===== config.mk =====
export PLATFORM = sky130hd
export DESIGN_NAME = power_sequencer
export DESIGN_NICKNAME = d
export VERILOG_FILES = /design/src/common/pwr_seq_pkg.sv /design/src/design/ms_tick_gen.sv /design/src/design/power_sequencer.sv
export SDC_FILE = /design/constraint.sdc
export NUM_CORES = 1
export LEC_CHECK = 0
export BUFFER_PORTS_ARGS = -buffer_cell sky130_fd_sc_hd__buf_2
export CORE_UTILIZATION = 50
export DETAILED_ROUTE_END_ITERATION = 10
export GPL_TIMING_DRIVEN = 0
export PLACE_DENSITY = 0.66
export SLEW_MARGIN = 25
export SYNTH_ARGS = -nofsm -noshare
export SYNTH_HDL_FRONTEND = slang
export SYNTH_SLANG_ARGS = --single-unit

===== constraint.sdc =====
create_clock -name clk -period 3.2 [get_ports clk]
set_input_delay 0.32 -clock clk [delete_from_list [all_inputs] [get_ports clk]]
set_output_delay 0.32 -clock clk [all_outputs]
set_load 0.01 [all_outputs]

===== src/common/pwr_seq_pkg.sv =====
// Constants for the module power sequencer
package pwr_seq_pkg;
  localparam int unsigned CLK_HZ          = 10_000_000;
  localparam int unsigned TICK_NS         = 1_000_000;
  localparam int unsigned CLK_NS          = 100;
  localparam int unsigned TICK_CYCLES     = TICK_NS / CLK_NS;
  localparam int unsigned TICK_W          = 14;
  localparam int unsigned SELFTEST_MS     = 1600;
  localparam int unsigned INPUT_HOLD_MS   = 100;
  localparam int unsigned KEY_ON_MIN_MS   = 500;
  localparam int unsigned KEY_ON_MAX_MS   = 1500;
  localparam int unsigned KEY_OFF_MS      = 2000;
  localparam int unsigned IGN_GUARD_MS    = 30000;
  localparam int unsigned SHUTDOWN_MS     = 10;
  localparam int unsigned MS_W            = 16;
  localparam logic [MS_W-1:0] MS_ZERO     = 16'h0000;

  typedef enum logic [2:0] {
    ST_OFF      = 3'b000,
    ST_SELFTEST = 3'b001,
    ST_ON       = 3'b011,
    ST_SHUTDOWN = 3'b010
  } pwr_state_t;

  typedef enum logic [1:0] {
    SRC_NONE = 2'b00,
    SRC_KEY  = 2'b01,
    SRC_IGN  = 2'b10
  } on_src_t;
endpackage


===== src/design/ms_tick_gen.sv =====
// Millisecond tick divider
`timescale 1ns/1ns
module ms_tick_gen #(
  // Clock cycles per tick
  parameter int unsigned TICK_DIV = pwr_seq_pkg::TICK_CYCLES
) (
  // Clock and reset
  input  wire logic clk,
  input  wire logic reset,
  // Tick
  output logic      tick
);
  import pwr_seq_pkg::*;

  logic [TICK_W-1:0] cnt_reg;
  logic [TICK_W-1:0] cnt_next;
  logic              tick_reg;
  logic              tick_next;

  always_comb begin
    tick_next = 1'b0;
    cnt_next  = cnt_reg + 14'h0001;
    if (cnt_reg == TICK_W'(TICK_DIV - 1)) begin
      cnt_next  = 14'h0000;
      tick_next = 1'b1;
    end
  end

  always_ff @(posedge clk) begin
    if (reset) begin
      cnt_reg  <= 14'h0000;
      tick_reg <= 1'b0;
    end else begin
      cnt_reg  <= cnt_next;
      tick_reg <= tick_next;
    end
  end

  assign tick = tick_reg;
endmodule


===== src/design/power_sequencer.sv =====
// Power-on and power-off sequencer for the modem module
//
// Overview of operation
// - Powered-off indicator low off, high on
// - UART1 clear-to-send high until ready
// - UART2 clear-to-send follows same convention
// - Every turn-on runs 1600 ms self-test
// - Off state keeps only timer running
// - Supply rise starts power-on automatically
// - No request: power off after self-test
// - Key or ignition in self-test completes power-up; code ignores both until supply has been held 100 ms
// - Key low 500-1500 ms turns on
// - Key beyond 1.5 s may power off
// - Ignition high turns device on
// - Ignition low powers device down
// - Key low 2 s starts power-off
// - Ignition-off only if ignition powered on
// - Ignition-off ignored first 30 s
`timescale 1ns/1ns
module power_sequencer #(
  // Clock cycles per millisecond tick
  parameter int unsigned TICK_DIV = pwr_seq_pkg::TICK_CYCLES
) (
  // Clock and reset
  input  wire logic clk,
  input  wire logic reset,
  // Supply and host controls
  input  wire logic supply_good,
  input  wire logic power_key_n,
  input  wire logic ignition_in,
  // Status outputs
  output logic      powered_off_n,
  output logic      uart1_clear_to_send_n,
  output logic      uart2_clear_to_send_n,
  output logic      rtc_only
);
  import pwr_seq_pkg::*;

  // ----------------------------------------
  // Tick and input synchronisers
  // ----------------------------------------
  logic tick;

  ms_tick_gen #(
    .TICK_DIV (TICK_DIV)
  ) u_tick (
    .clk   (clk),
    .reset (reset),
    .tick  (tick)
  );

  logic [2:0] sync1_reg;
  logic [2:0] sync2_reg;
  logic [2:0] sync1_next;

  always_comb begin
    sync1_next = {supply_good, ~power_key_n, ignition_in};
  end

  always_ff @(posedge clk) begin
    if (reset) begin
      sync1_reg <= 3'h0;
      sync2_reg <= 3'h0;
    end else begin
      sync1_reg <= sync1_next;
      sync2_reg <= sync1_reg;
    end
  end

  logic sup_s;
  logic key_s;
  logic ign_s;
  assign sup_s = sync2_reg[2];
  assign key_s = sync2_reg[1];
  assign ign_s = sync2_reg[0];

  // ----------------------------------------
  // Sequencer
  // ----------------------------------------
  pwr_state_t       state_reg, state_next;
  on_src_t          src_reg, src_next;
  logic [MS_W-1:0]  st_ms_reg, st_ms_next;
  logic [MS_W-1:0]  on_ms_reg, on_ms_next;
  logic [MS_W-1:0]  sup_ms_reg, sup_ms_next;
  logic [MS_W-1:0]  key_ms_reg, key_ms_next;
  logic             sup_prev_reg, sup_prev_next;
  logic             ign_prev_reg, ign_prev_next;
  logic             key_prev_reg, key_prev_next;
  logic             pend_reg, pend_next;
  logic             key_ok_reg, key_ok_next;
  logic             off_n_next;
  logic             cts_next;
  logic             rtc_next;

  function automatic logic [MS_W-1:0] sat_inc(input logic [MS_W-1:0] v, input logic t);
    sat_inc = (t && v != 16'hFFFF) ? v + 16'h0001 : v;
  endfunction

  logic inputs_live;
  logic key_release;
  logic key_on_pulse;
  logic ign_rise;
  assign inputs_live  = sup_ms_reg >= MS_W'(INPUT_HOLD_MS);
  assign key_release  = key_prev_reg && !key_s;
  assign key_on_pulse = key_release && key_ms_reg >= MS_W'(KEY_ON_MIN_MS)
                        && key_ms_reg <= MS_W'(KEY_ON_MAX_MS);
  assign ign_rise     = ign_s && !ign_prev_reg;

  always_comb begin
    state_next    = state_reg;
    src_next      = src_reg;
    st_ms_next    = st_ms_reg;
    on_ms_next    = sat_inc(on_ms_reg, tick);
    sup_ms_next   = sup_s ? sat_inc(sup_ms_reg, tick) : MS_ZERO;
    key_ms_next   = key_s ? sat_inc(key_ms_reg, tick) : MS_ZERO;
    sup_prev_next = sup_s;
    ign_prev_next = ign_s;
    key_prev_next = key_s;
    pend_next     = pend_reg;
    key_ok_next   = key_ok_reg;
    if (!key_s)
      key_ok_next = 1'b1;
    if (!inputs_live)
      key_ms_next = MS_ZERO;
    case (state_reg)
      ST_OFF: begin
        pend_next = 1'b0;
        if (sup_s && !sup_prev_reg) begin
          state_next = ST_SELFTEST;
          src_next   = SRC_NONE;
          st_ms_next = MS_ZERO;
        end else if (inputs_live && key_on_pulse) begin
          state_next = ST_SELFTEST;
          src_next   = SRC_KEY;
          pend_next  = 1'b1;
          st_ms_next = MS_ZERO;
        end else if (inputs_live && ign_rise) begin
          state_next = ST_SELFTEST;
          src_next   = SRC_IGN;
          pend_next  = 1'b1;
          st_ms_next = MS_ZERO;
        end
      end
      ST_SELFTEST: begin
        st_ms_next = sat_inc(st_ms_reg, tick);
        if (inputs_live && !pend_reg && key_on_pulse) begin
          pend_next = 1'b1;
          src_next  = SRC_KEY;
        end else if (inputs_live && !pend_reg && ign_rise) begin
          pend_next = 1'b1;
          src_next  = SRC_IGN;
        end
        if (st_ms_reg >= MS_W'(SELFTEST_MS)) begin
          on_ms_next  = MS_ZERO;
          key_ok_next = !key_s;
          if (pend_reg || (inputs_live && (key_on_pulse || ign_rise)))
            state_next = ST_ON;
          else
            state_next = ST_SHUTDOWN;
          st_ms_next = MS_ZERO;
        end
      end
      ST_ON: begin
        if (key_ok_reg && key_ms_reg >= MS_W'(KEY_OFF_MS)) begin
          state_next = ST_SHUTDOWN;
          st_ms_next = MS_ZERO;
        end else if (src_reg == SRC_IGN && !ign_s
                     && on_ms_reg >= MS_W'(IGN_GUARD_MS)) begin
          state_next = ST_SHUTDOWN;
          st_ms_next = MS_ZERO;
        end
      end
      ST_SHUTDOWN: begin
        st_ms_next = sat_inc(st_ms_reg, tick);
        if (st_ms_reg >= MS_W'(SHUTDOWN_MS))
          state_next = ST_OFF;
      end
      default: state_next = ST_OFF;
    endcase
    if (!sup_s)
      state_next = ST_OFF;
    off_n_next = (state_next != ST_OFF);
    cts_next   = (state_next != ST_ON);
    rtc_next   = sup_s && state_next == ST_OFF;
  end

  always_ff @(posedge clk) begin
    if (reset) begin
      state_reg             <= ST_OFF;
      src_reg               <= SRC_NONE;
      st_ms_reg             <= MS_ZERO;
      on_ms_reg             <= MS_ZERO;
      sup_ms_reg            <= MS_ZERO;
      key_ms_reg            <= MS_ZERO;
      sup_prev_reg          <= 1'b0;
      ign_prev_reg          <= 1'b0;
      key_prev_reg          <= 1'b0;
      pend_reg              <= 1'b0;
      key_ok_reg            <= 1'b0;
      powered_off_n         <= 1'b0;
      uart1_clear_to_send_n <= 1'b1;
      uart2_clear_to_send_n <= 1'b1;
      rtc_only              <= 1'b0;
    end else begin
      state_reg             <= state_next;
      src_reg               <= src_next;
      st_ms_reg             <= st_ms_next;
      on_ms_reg             <= on_ms_next;
      sup_ms_reg            <= sup_ms_next;
      key_ms_reg            <= key_ms_next;
      sup_prev_reg          <= sup_prev_next;
      ign_prev_reg          <= ign_prev_next;
      key_prev_reg          <= key_prev_next;
      pend_reg              <= pend_next;
      key_ok_reg            <= key_ok_next;
      powered_off_n         <= off_n_next;
      uart1_clear_to_send_n <= cts_next;
      uart2_clear_to_send_n <= cts_next;
      rtc_only              <= rtc_next;
    end
  end

  // ----------------------------------------
  // Checks
  // ----------------------------------------
  a_off_indicator: assert property (@(posedge clk) disable iff (reset)
    powered_off_n == (state_reg != ST_OFF)) else $error("off indicator mismatch");
  a_cts1_ready: assert property (@(posedge clk) disable iff (reset)
    !uart1_clear_to_send_n |-> state_reg == ST_ON) else $error("uart1 cts early");
  a_cts2_same: assert property (@(posedge clk) disable iff (reset)
    uart2_clear_to_send_n == uart1_clear_to_send_n) else $error("uart2 cts differs");
  a_selftest_len: assert property (@(posedge clk) disable iff (reset)
    (state_reg == ST_SELFTEST && $past(state_reg) != ST_SELFTEST)
      |-> st_ms_reg == MS_ZERO) else $error("self-test not restarted");
  a_selftest_done: assert property (@(posedge clk) disable iff (reset)
    $rose(state_reg == ST_ON) |-> $past(st_ms_reg) >= MS_W'(SELFTEST_MS))
    else $error("on before self-test end");
  a_rtc_only: assert property (@(posedge clk) disable iff (reset)
    rtc_only |-> !powered_off_n) else $error("rtc flag while on");
  a_auto_off: assert property (@(posedge clk) disable iff (reset)
    (state_reg == ST_SELFTEST && st_ms_reg >= MS_W'(SELFTEST_MS) && !pend_reg
      && !key_on_pulse && !ign_rise && sup_s) |=> state_reg == ST_SHUTDOWN)
    else $error("no auto power-off");
  a_key_off: assert property (@(posedge clk) disable iff (reset)
    (state_reg == ST_ON && key_ok_reg && key_ms_reg >= MS_W'(KEY_OFF_MS) && sup_s)
      |=> state_reg == ST_SHUTDOWN) else $error("key off ignored");
  a_ign_guard: assert property (@(posedge clk) disable iff (reset)
    (state_reg == ST_ON && $past(state_reg) == ST_ON && src_reg == SRC_IGN
      && on_ms_reg < MS_W'(IGN_GUARD_MS) && key_ms_reg < MS_W'(KEY_OFF_MS) && sup_s)
      |=> state_reg == ST_ON) else $error("ignition off inside guard");
  a_ign_src: assert property (@(posedge clk) disable iff (reset)
    (state_reg == ST_ON && src_reg != SRC_IGN && !key_ok_reg && sup_s)
      |=> state_reg == ST_ON) else $error("ignition off without ignition on");
endmodule


==> results of run 1 <==
==> cell type report <==
cell class                 instances  area, µm²
sequential                        98       1960
multi-input combinational        431       2640
tap                              129        161
inverter                          22       82.6
buffer                            21        104
timing repair buffer               8       40.0
clock inverter                     7       58.8
fill                             894       4070
clock buffer                       9        124
==> critical path, cell delays in order, from the launching register on <==
cell and delay [ps]:
dfxtp_1 370, inv_1 80, ha_1 180, nand4b_1 220, a221oi_2 340, a21boi_2 170
a2111oi_4 690, buf_6 240, buf_6 160, o21ai_0 90, a21oi_1 130
==> final timing paths <==
path	endpoint	slack, ps	cells after the start
worst max-delay path	st_ms_reg[0]	450	10
worst min register to register	key_ok_reg	450	1
worst min-delay path	sync1_reg[1]	130	2
worst max register to register	st_ms_reg[0]	450	10
==> logic make-up (layout without fill, tap and decap cells) <==
group | after synthesis | after routing
buf+inv | 43 | 67
xor+xnor | 44 | 44
flops | 98 | 98
compound gates | 101 | 101
simple gates | 272 | 272
other cells | 1 | 1
mux | 4 | 4
fa+ha+maj | 9 | 9
==> power by group through the flow <==
stage               logic (W)  clock network (W)  registers, W
floorplan           0.0000407                  0       0.00126
global placement    0.0000574                  0       0.00126
detailed placement  0.0000582                  0       0.00126
CTS                 0.0000585           0.000769       0.00124
global route        0.0000652           0.000811       0.00124
finish              0.0000578           0.000744       0.00124
==> cells in the mapped netlist (2+ instances only) <==
master and number:
a31oi_1 2, o311a_1 2, nand4b_1 2, o31ai_1 13, o21ai_0 17, inv_1 22, nand3b_1 2, nor2b_1 9
or3_1 13, dfxtp_1 98, clkbuf_1 13, nand2_1 42, a311oi_1 2, a221oi_2 2, o21ai_1 2, a2111o_1 5
and3_1 10, and4_1 9, o211ai_1 3, nor4_1 6, mux2i_1 4, buf_2 4, nand2b_1 4, and2_1 2
xor2_1 27, nor3b_1 2, nand4_1 27, nor3_1 13, a21oi_1 34, buf_6 2, nor2_1 77, a211o_1 2
or4_1 10, xnor2_1 17, o2111ai_1 2, nand3_1 39, a211oi_1 2, ha_1 9
==> stage by stage <==
step                      instances  total power, W  setup slack [ps]
final                           725         0.00204               450
after global routing            725         0.00211               267
after CTS                       725         0.00206               442
after detailed placement        709         0.00132               460
after global placement          709         0.00132               472
after floorplan                 572         0.00130               945
==> placed cells by master (no fill, tap or decap), types with 3 or more instances in the layout <==
cell type  netlist  final
mux2i_1          4      4
o21ai_0         17     17
inv_1           22     22
a2111o_1         5      5
o31ai_1         13     13
nor2_1          77     77
xnor2_1         17     17
buf_2            4     12
nand2_1         42     42
ha_1             9      9
and4_1           9      9
and3_1          10     10
nand4_1         27     27
clkbuf_1        13     13
clkbuf_8         0      9
nor2b_1          9      9
xor2_1          27     27
o211ai_1         3      3
inv_6            0      3
dfxtp_1         98     98
or4_1           10     10
nor3_1          13     13
a21oi_1         34     34
nand2b_1         4      4
or3_1           13     13
nor4_1           6      6
nand3_1         39     39
==> routing by layer <==
layer / global-route usage / up-vias / routed length, µm
met4: 0.0713 / 0 / 116
met2: 0.367 / 67 / 4780
met3: 0.0279 / 12 / 370
met1: 0.302 / 1910 / 4980
met5: 0 / - / 0
li1: - / 2109 / -
==> results.md, run 1 <==
- Outcome: finished clean
- Num CTS Buffers: 9
- Fin nets: 605
- Core area: 9240 µm²
- CTS H-tree depth: 3
- Setup skew after layout: 14.1 ps
- Share of flip-flops with an asynchronous set or reset: 0
- Worst slew margin: 0.340
- RR Startpoint: key_ms_reg[0]
- Critical Path RT: 3500 ps
- GPL Wtd Cong: 0.888
- Dpl cell area: 4990 µm²
- Simple-gate share of the synthesized area: 0.291
- Root buffer cell: clkbuf_8
- Largest net degree at the start of global routing: 19
- CTS resizes: 0
- Ant. Diodes: 0
- CP Max Fanout: 10
- Final hold slack: 127 ps
- Mux share of post-synthesis cell area: 0.00836
- Fin crit period: 2750 ps
- Largest family of logic cells by synthesized area: simple AND/OR/NAND/NOR gates
- Post-route core utilization: 0.560
- DR vias: 4098
- # Post-CTS Setup Buffers: 0
- Global-route usage over all layers: 0.222
- DRC errors left: 0
- IO Port Bufs: 8
- Critical Path End Type: flip-flop
- Die height: 99.9 µm
- Longest Clk Path Bufs: 2
- Area fraction in compound gates after synthesis: 0.147
- Initial Util: 0.518
- Max Slew Vio Count: 0
- Clock transition at path regs: 100 ps
- Ports: 9
- Register bit total from synthesis: 98
- Clk_lat worst skew: 360 ps
- GR Overflow Total: 0
- Final WL: 10200 µm
- Adder-Cell Fraction of Synth Area: 0.0235
- Yosys warns: 0
- Yosys top cell area share: 0.410
- Die X: 99.9 µm
- Crit path DAT: 3050 ps
- Area growth syn-to-layout: 8.02%
- Synthesized cell area: 4790 µm²
- Post-synth EDFFs: 0
- Cell Pwr Density: 394 nW/µm²
- Final hold violation count: 0
- Power share of the sequential group: 0.606
- MaxCap Viol Count: 0
- Sum Neg Setup Slack: 0 ps
- Sequential element share of the synthesized area: 0.410
- Share of cells above drive strength 1: 0.0654
- Psw: 0.000496 W
- Cell Int Power: 0.00154 W
- Area leader, netlist: dfxtp_1
- TritonCTS clock tree: yes
- Peak supply drop: 0.233 mV
- HP Class: in -> reg
- Static Leak: 1.65 nW
- Sink Count: 98
- # setup viols final: 0
- WL/cell: 14.1 µm
- Via-to-Cell Ratio: 5.65
- Initial antenna violation count: 0
- Least-Margin Pin Slew: 966 ps
- First-pass GRT wire length: 17900 µm
- Avg Cell Area, Syn: 8.38 µm²
- Period utilization: 0.859
- ANT nets after route: 0
- Final HPWL DP: 7410 µm
- Crit path from: key_ms_reg[0]
- Setup CP Type: reg -> reg
- Post-synth cell types: 59
- XOR/XNOR share of the synthesized area: 0.0804
- Synth Instances: 572
- Clock power share: 0.365
- Maximum clock rate: 364 MHz
- Synth Net Count: 586
- Unrepaired setup endpoints after global routing: false
- Die ar.: 9980 µm²
- Comb pwr share: 0.028
- Prevailing post-synth register cell: dfxtp_1
- Largest cells by area after synthesis: dfxtp_1, nor2_1, xor2_1, nand3_1, a21oi_1
- DR iter-0 viols: 186
- FP Rows: 35
- Sw Ratio: 0.243
- Hold_buf cts: 0
- DRT Pass-1 Iters: 5
- Type of element launching the critical path: flip-flop
- HP Start: power_key_n
- Finished Cell Area: 5170 µm²
- Vias in the first global route: 3814
Power figures use the tool's default switching activity.
==> run 2: changes to the inputs <==
--- a/config.mk
+++ b/config.mk
@@ -5,6 +5,7 @@
 export SDC_FILE = /design/constraint.sdc
 export NUM_CORES = 1
 export LEC_CHECK = 0
+export ABC_AREA = 1
 export BUFFER_PORTS_ARGS = -buffer_cell sky130_fd_sc_hd__buf_2
 export CORE_UTILIZATION = 50
 export DETAILED_ROUTE_END_ITERATION = 10
==> run 2 against run 1 <==
Net effect:
- flip-flop and latch count unchanged
- count of clock-buffer cells in the layout is 1 higher
- design area up 13%
- wire length rose by 12%
- critical path depth increased by 3
- critical endpoint is now st_ms_reg[8]
- largest power group unchanged
==> results.md, run 2 <==
- Worst reg2reg setup slack: 1000 ps (+550 ps)
- Static Leak: 2.28 nW (+38%)
- CTS H-tree depth: 3 (unchanged)
- GPL Wtd Cong: 0.928 (+4.5%)
- Sw Ratio: 0.215 (-0.0288)
- Share of flip-flops with an asynchronous set or reset: 0 (unchanged)
- Maximum clock rate: 454 MHz (+25%)
- Largest cells by area after synthesis: dfxtp_1, nand2_1, nor2_1, inv_1, nand3_1
- Global-route usage over all layers: 0.220 (-0.00224)
- Period utilization: 0.688 (-0.172)
- Vias in the first global route: 4552 (+19%)
- MaxCap Viol Count: 0 (unchanged)
- Initial antenna violation count: 0 (unchanged)
- RR Startpoint: st_ms_reg[0]
- Peak supply drop: 0.278 mV (+19%)
- Area growth syn-to-layout: 8.57%
- Most numerous cell in the Yosys netlist: nand2_1
- Crit path DAT: 2450 ps (-600 ps)
- CTS resizes: 0 (unchanged)
- Clock transition at path regs: 100 ps (about the same)
- Fin nets: 839 (+39%)
- Post-synth cell types: 40 (-32%)
- Most frequent cells after synthesis: nand2_1, nor2_1, inv_1
- Clock power share: 0.434 (+0.069)
- Area leader, netlist: dfxtp_1
- Max Slew Vio Count: 0 (unchanged)
- TritonCTS clock tree: yes
- Reg2reg path depth: 13 (+3)
- Critical Path RT: 3450 ps (-50 ps)
- Sink Count: 98 (unchanged)
- Power share of the sequential group: 0.542 (-0.064)
- Longest Clk Path Bufs: 2 (unchanged)
- Post-synth EDFFs: 0 (unchanged)
- Worst slew margin: 0.613 (+0.273)
- Die X: 106 µm (+5.8%)
- Type of element launching the critical path: flip-flop
- Critical Path End Type: flip-flop
- Root buffer cell: clkbuf_8
- Yosys top cell area share: 0.365 (-0.0445)
- Core area: 10400 µm² (+12%)
- Num CTS Buffers: 9 (unchanged)
- Comb pwr share: 0.024 (-0.004)
- IO Port Bufs: 8 (unchanged)
- HP Class: in -> reg
- Worst Hold Depth: 2 (unchanged)
- Synth Instances: 806 (+41%)
- Die ar.: 11200 µm² (+12%)
- Yosys warns: 0 (unchanged)
- Setup skew after layout: 8.63 ps (-5.51 ps)
- GR Overflow Total: 0 (unchanged)
- Initial Util: 0.518 (about the same)
- Die height: 106 µm (+5.8%)
- Final WL: 11500 µm (+12%)
- Synth Net Count: 820 (+40%)
- First-pass GRT wire length: 20000 µm (+12%)
- Synthesized cell area: 5380 µm² (+12%)
- Cell Pwr Density: 391 nW/µm² (-0.77%)
- Least-Margin Pin Slew: 580 ps (-385 ps)
- Ant. Diodes: 0 (unchanged)
- Psw: 0.000489 W (-1.3%)
- DR vias: 4969 (+21%)
- Ports: 9 (unchanged)
- CP Max Fanout: 10 (unchanged)
- Setup CP Type: reg -> reg
- DRC errors left: 0 (unchanged)
- Most frequent cells in the layout: nand2_1, nor2_1, inv_1, dfxtp_1, nand3_1
- Final hold violation count: 0 (unchanged)
- Final HPWL DP: 8600 µm (+16%)
- Sum Neg Setup Slack: 0 ps (unchanged)
- # Post-CTS Setup Buffers: 0 (unchanged)
- ANT nets after route: 0 (unchanged)
- Avg Cell Area, Syn: 6.67 µm² (-20%)
- Hold_buf cts: 0 (unchanged)
- Worst R2R End: st_ms_reg[8]
- Via-to-Cell Ratio: 5.14 (-9.0%)
- Unrepaired setup endpoints after global routing: false
- Final hold slack: 94.4 ps (-32.2 ps)
- Commonest non-fill, non-tap cell in the layout: nand2_1
- Clk_lat worst skew: 380 ps (+20 ps)
- Hold Path End: sync1_reg[1]
- Cell Int Power: 0.00179 W (+16%)
- Outcome: finished clean
- DR iter-0 viols: 278 (+49%)
- Largest net degree at the start of global routing: 17 (-2)
- # setup viols final: 0 (unchanged)
- Register bit total from synthesis: 98 (unchanged)
- HP Start: power_key_n
- FP Rows: 37 (+5.7%)
- DRT Pass-1 Iters: 4 (-1)
- Sequential element share of the synthesized area: 0.365 (-0.0445)
- Prevailing post-synth register cell: dfxtp_1
- WL/cell: 11.9 µm (-16%)
- Fin crit period: 2200 ps (-549 ps)
- Share of cells above drive strength 1: 0.0663 (+0.000829)
-- run 2: cell count changes after synthesis, sizes merged, moves of 20 or more --
cell   previous run  this run
nand2            42       172
inv              22       112
nor2             77       137
a21oi            34        58
nand3            40        60
-- run 2: final cells by class --
| class | count | area, µm² |
|---|---|---|
| Fill cell | 1016 | 4530 |
| Buffer | 18 | 104 |
| Sequential cell | 98 | 1960 |
| Clock buffer | 10 | 138 |
| Multi-Input combinational cell | 578 | 2890 |
| Timing Repair Buffer | 8 | 40.0 |
| Clock inverter | 6 | 113 |
| Tap cell | 136 | 170 |
| Inverter | 112 | 423 |
-- run 2: per-stage QoR --
stage	area, µm²	util	power [W]	cells	setup slack [ps]
after CTS	5840	0.563	0.00231	966	1030
after global routing	5840	0.563	0.00236	966	802
after detailed placement	5590	0.539	0.00132	950	1050
after floorplan	5380	-	0.00130	806	1380
final	5840	0.563	0.00228	966	999
after global placement	5590	0.539	0.00132	950	1080
-- run 2: worst max-delay path by stage --
| stage | from | end | slack (ps) | cells after the start |
|---|---|---|---|---|
| 2_1_floorplan | st_ms_reg[0] | st_ms_reg[8] | 1380 | 13 |
| 3_3_place_gp | st_ms_reg[0] | st_ms_reg[8] | 1080 | 13 |
| 3_5_place_dp | st_ms_reg[0] | st_ms_reg[8] | 1050 | 13 |
| 4_1_cts | st_ms_reg[0] | st_ms_reg[8] | 1030 | 13 |
| 5_1_grt | st_ms_reg[0] | st_ms_reg[9] | 800 | 13 |
| 6_report | st_ms_reg[0] | st_ms_reg[8] | 1000 | 13 |
-- run 2: routing by layer --
layer  up-vias  track usage  routed length [µm]  share of wire
li1       2619            -                   -              -
met3        12       0.0346                 359          0.031
met2        66        0.368                5350           0.47
met1      2272        0.280                5560           0.49
met4         0       0.0923                 189          0.016
met5         -            0                   0              0
-- run 2: cell families after synthesis --
logic type      Yosys count  synth area share
compound gates          108             0.112
flops                    98             0.365
other cells               1          0.000698
fa+ha+maj                 9            0.0210
simple gates            427             0.349
xor+xnor                 33            0.0538
buf+inv                 130            0.0980
-- run 2: power by group through the flow --
stage / Combinational (W) / Sequential [W] / Clock (W)
floorplan: 0.0000388 / 0.00126 / 0
global placement: 0.0000542 / 0.00126 / 0
detailed placement: 0.0000561 / 0.00126 / 0
CTS: 0.0000563 / 0.00124 / 0.00102
global route: 0.0000642 / 0.00124 / 0.00106
finish: 0.0000552 / 0.00124 / 0.000988
-- run 2: critical path, stage by stage, from the launching register on --
cell     delay [ps]
dfxtp_1         470
ha_1            300
nand2_1         140
nor2_4          140
inv_2            60
nor2_4          140
nand3_4         140
nand2_4         140
buf_6           150
nand2_1          50
nand2_1         100
nor2_1           50
a21oi_1         120
a21oi_1          70
==> run 3: changes to the inputs <==
==> constraint.sdc (replaced) <==
create_clock -name clk -period 2.15 [get_ports clk]
set_input_delay 0.215 -clock clk [delete_from_list [all_inputs] [get_ports clk]]
set_output_delay 0.215 -clock clk [all_outputs]
set_load 0.01 [all_outputs]
==> run 3 against run 2 <==
Net effect:
- hold slack lost 60 ps
- non-clock buffer count up 3
- count of clock-buffer cells in the layout unchanged
- critical endpoint is now st_ms_reg[13]
- largest cell class unchanged
- die area unchanged
- combinational power is 52% higher
- critical path type unchanged
- clock power increased by 49%
- sequential share of layout area shrank 0.23 points
==> results.md, run 3 (same netlist as run 2, synthesis figures left out) <==
- GR Overflow Total: 0 (unchanged)
- WL/cell: 11.9 µm (about the same)
- Die X: 106 µm (unchanged)
- Sink Count: 98 (unchanged)
- Fin crit period: 1990 ps (-215 ps)
- CP Max Fanout: 10 (unchanged)
- Setup ws final: 164 ps (-835 ps)
- Worst slew margin: 0.615 (+0.00163)
- # setup viols final: 0 (unchanged)
- Final HPWL DP: 8600 µm (unchanged)
- Die height: 106 µm (unchanged)
- DR vias: 4989 (+0.40%)
- Filler cells: 1010 (-0.59%)
- Num CTS Buffers: 9 (unchanged)
- Cell Count, Final, Fillers Out: 969 (+0.31%)
- Placed Cells incl. Taps: 950 (unchanged)
- Share of cells above drive strength 1: 0.0720 (+0.00576)
- MaxCap Viol Count: 0 (unchanged)
- Fin nets: 842 (+0.36%)
- Finished Cell Area: 5890 µm² (+0.94%)
- Period utilization: 0.924 (+0.236)
- HP Class: in -> reg
- Core area: 10400 µm² (unchanged)
- Ant. Diodes: 0 (unchanged)
- Critical Path RT: 2400 ps (-1050 ps)
- Sum Neg Setup Slack: 0 ps (unchanged)
- Dpl cell area: 5590 µm² (unchanged)
- Setup WS pre-CTS: -2.18 ps (-1050 ps)
- TritonCTS clock tree: yes
- Power Total: 0.00339 W (+49%)
- DRC errors left: 0 (unchanged)
- DRT Pass-1 Iters: 4 (unchanged)
- Static Leak: 2.29 nW (+0.84%)
- Unrepaired setup endpoints after global routing: false
- Initial antenna violation count: 0 (unchanged)
- DR iter-0 viols: 304 (+9.4%)
- Cell Pwr Density: 576 nW/µm² (+47%)
- Type of element launching the critical path: flip-flop
- Die ar.: 11200 µm² (unchanged)
- Maximum clock rate: 504 MHz (+11%)
- Longest Clk Path Bufs: 2 (unchanged)
- Outcome: finished clean
- Global-route usage over all layers: 0.220 (+0.000264)
- FP Rows: 37 (unchanged)
- CTS H-tree depth: 3 (unchanged)
- Final hold violation count: 0 (unchanged)
- Setup skew after layout: 9.39 ps (+0.759 ps)
- Final WL: 11500 µm (+0.28%)
- Ports: 9 (unchanged)
- Clk_lat worst skew: 380 ps (about the same)
- Peak supply drop: 0.415 mV (+50%)
- FF+latch area: 1970 µm² (+0.26%)
- Least-Margin Pin Slew: 578 ps (-2.45 ps)
- Most frequent cells in the layout: nand2_1, nor2_1, inv_1, dfxtp_1, nand3_1
- Commonest non-fill, non-tap cell in the layout: nand2_1
- IO Port Bufs: 8 (unchanged)
- Via-to-Cell Ratio: 5.15 (about the same)
- Clock transition at path regs: 100 ps (about the same)
- Critical Path End Type: flip-flop
- Max Slew Vio Count: 0 (unchanged)
- ANT nets after route: 0 (unchanged)
- Root buffer cell: clkbuf_8
- Area growth syn-to-layout: 9.59%
- Crit path DAT: 2230 ps (-220 ps)
- Multi-input gate area: 2900 µm² (+0.43%)
- Largest net degree at the start of global routing: 17 (unchanged)
- GPL Wtd Cong: 0.928 (unchanged)
- Setup CP Type: reg -> reg
- Initial Util: 0.518 (unchanged)
- Vias in the first global route: 4550 (-0.044%)
- First-pass GRT wire length: 20000 µm (+0.14%)
run 3: cell count changes in the layout (fill, tap and decap cells not counted), sizes merged:
| cell | change |
|---|---|
| buf | +2 |
| dlygate4sd3 | +1 |
run 3: path summary, 6_finish.rpt:
check / startpoint / end / slack, ps / depth (start not counted)
hold reg to reg: sync1_reg[0] / sync2_reg[0] / 400 / 2
setup / recovery: st_ms_reg[0] / st_ms_reg[13] / 160 / 12
setup reg to reg: st_ms_reg[0] / st_ms_reg[13] / 160 / 12
hold / removal: supply_good / sync1_reg[2] / 30 / 3
run 3: area by class of cell:
cell class / instances / area share
Clock buffer: 10 / 0.0234
Inverter: 112 / 0.0718
Sequential cell: 98 / 0.334
Tap cell: 136 / 0.0289
Multi-Input combinational cell: 578 / 0.492
Clock inverter: 6 / 0.0191
Buffer: 18 / 0.0176
Timing Repair Buffer: 11 / 0.0132
run 3: critical path, cell delays in order, from the launching register on:
cell and delay (ps):
dfxtp_4 410, ha_4 170, nand2_1 100, nor2_4 170, inv_2 60, nor2_4 140, nand3_4 130, nand2_4 120
buf_12 110, inv_4 40, buf_6 130, o211ai_1 180, a21oi_1 90
run 3: what timing repair did:
action | in CTS | in global routing
pin swaps | 0 | 2
hold buffers | 1 | 0
setup endpoints to repair | 5 | 15
hold endpoints to repair | 1 | 0
setup buffers | 0 | 2
gates resized for setup | 1 | 4
run 3: where the power goes:
part / leakage (nW) / switching (W) / internal, W
clock: 0.127 / 0.000662 / 0.000809
combinational: 1.37 / 0.0000576 / 0.0000262
sequential: 0.794 / 0.00000863 / 0.00183
run 3: per-layer routing:
metal	global-route usage	up-vias	part of all wire
met5	0	-	0
met4	0.0923	0	0.016
met3	0.0346	12	0.030
met2	0.367	70	0.47
met1	0.281	2285	0.48
li1	-	2622	-
run 3: stage by stage:
stage,util,hold WS (ps)
after floorplan,-,287
after global placement,0.539,392
after detailed placement,0.539,388
after CTS,0.564,9.19
after global routing,0.568,8.05
final,0.568,34.1
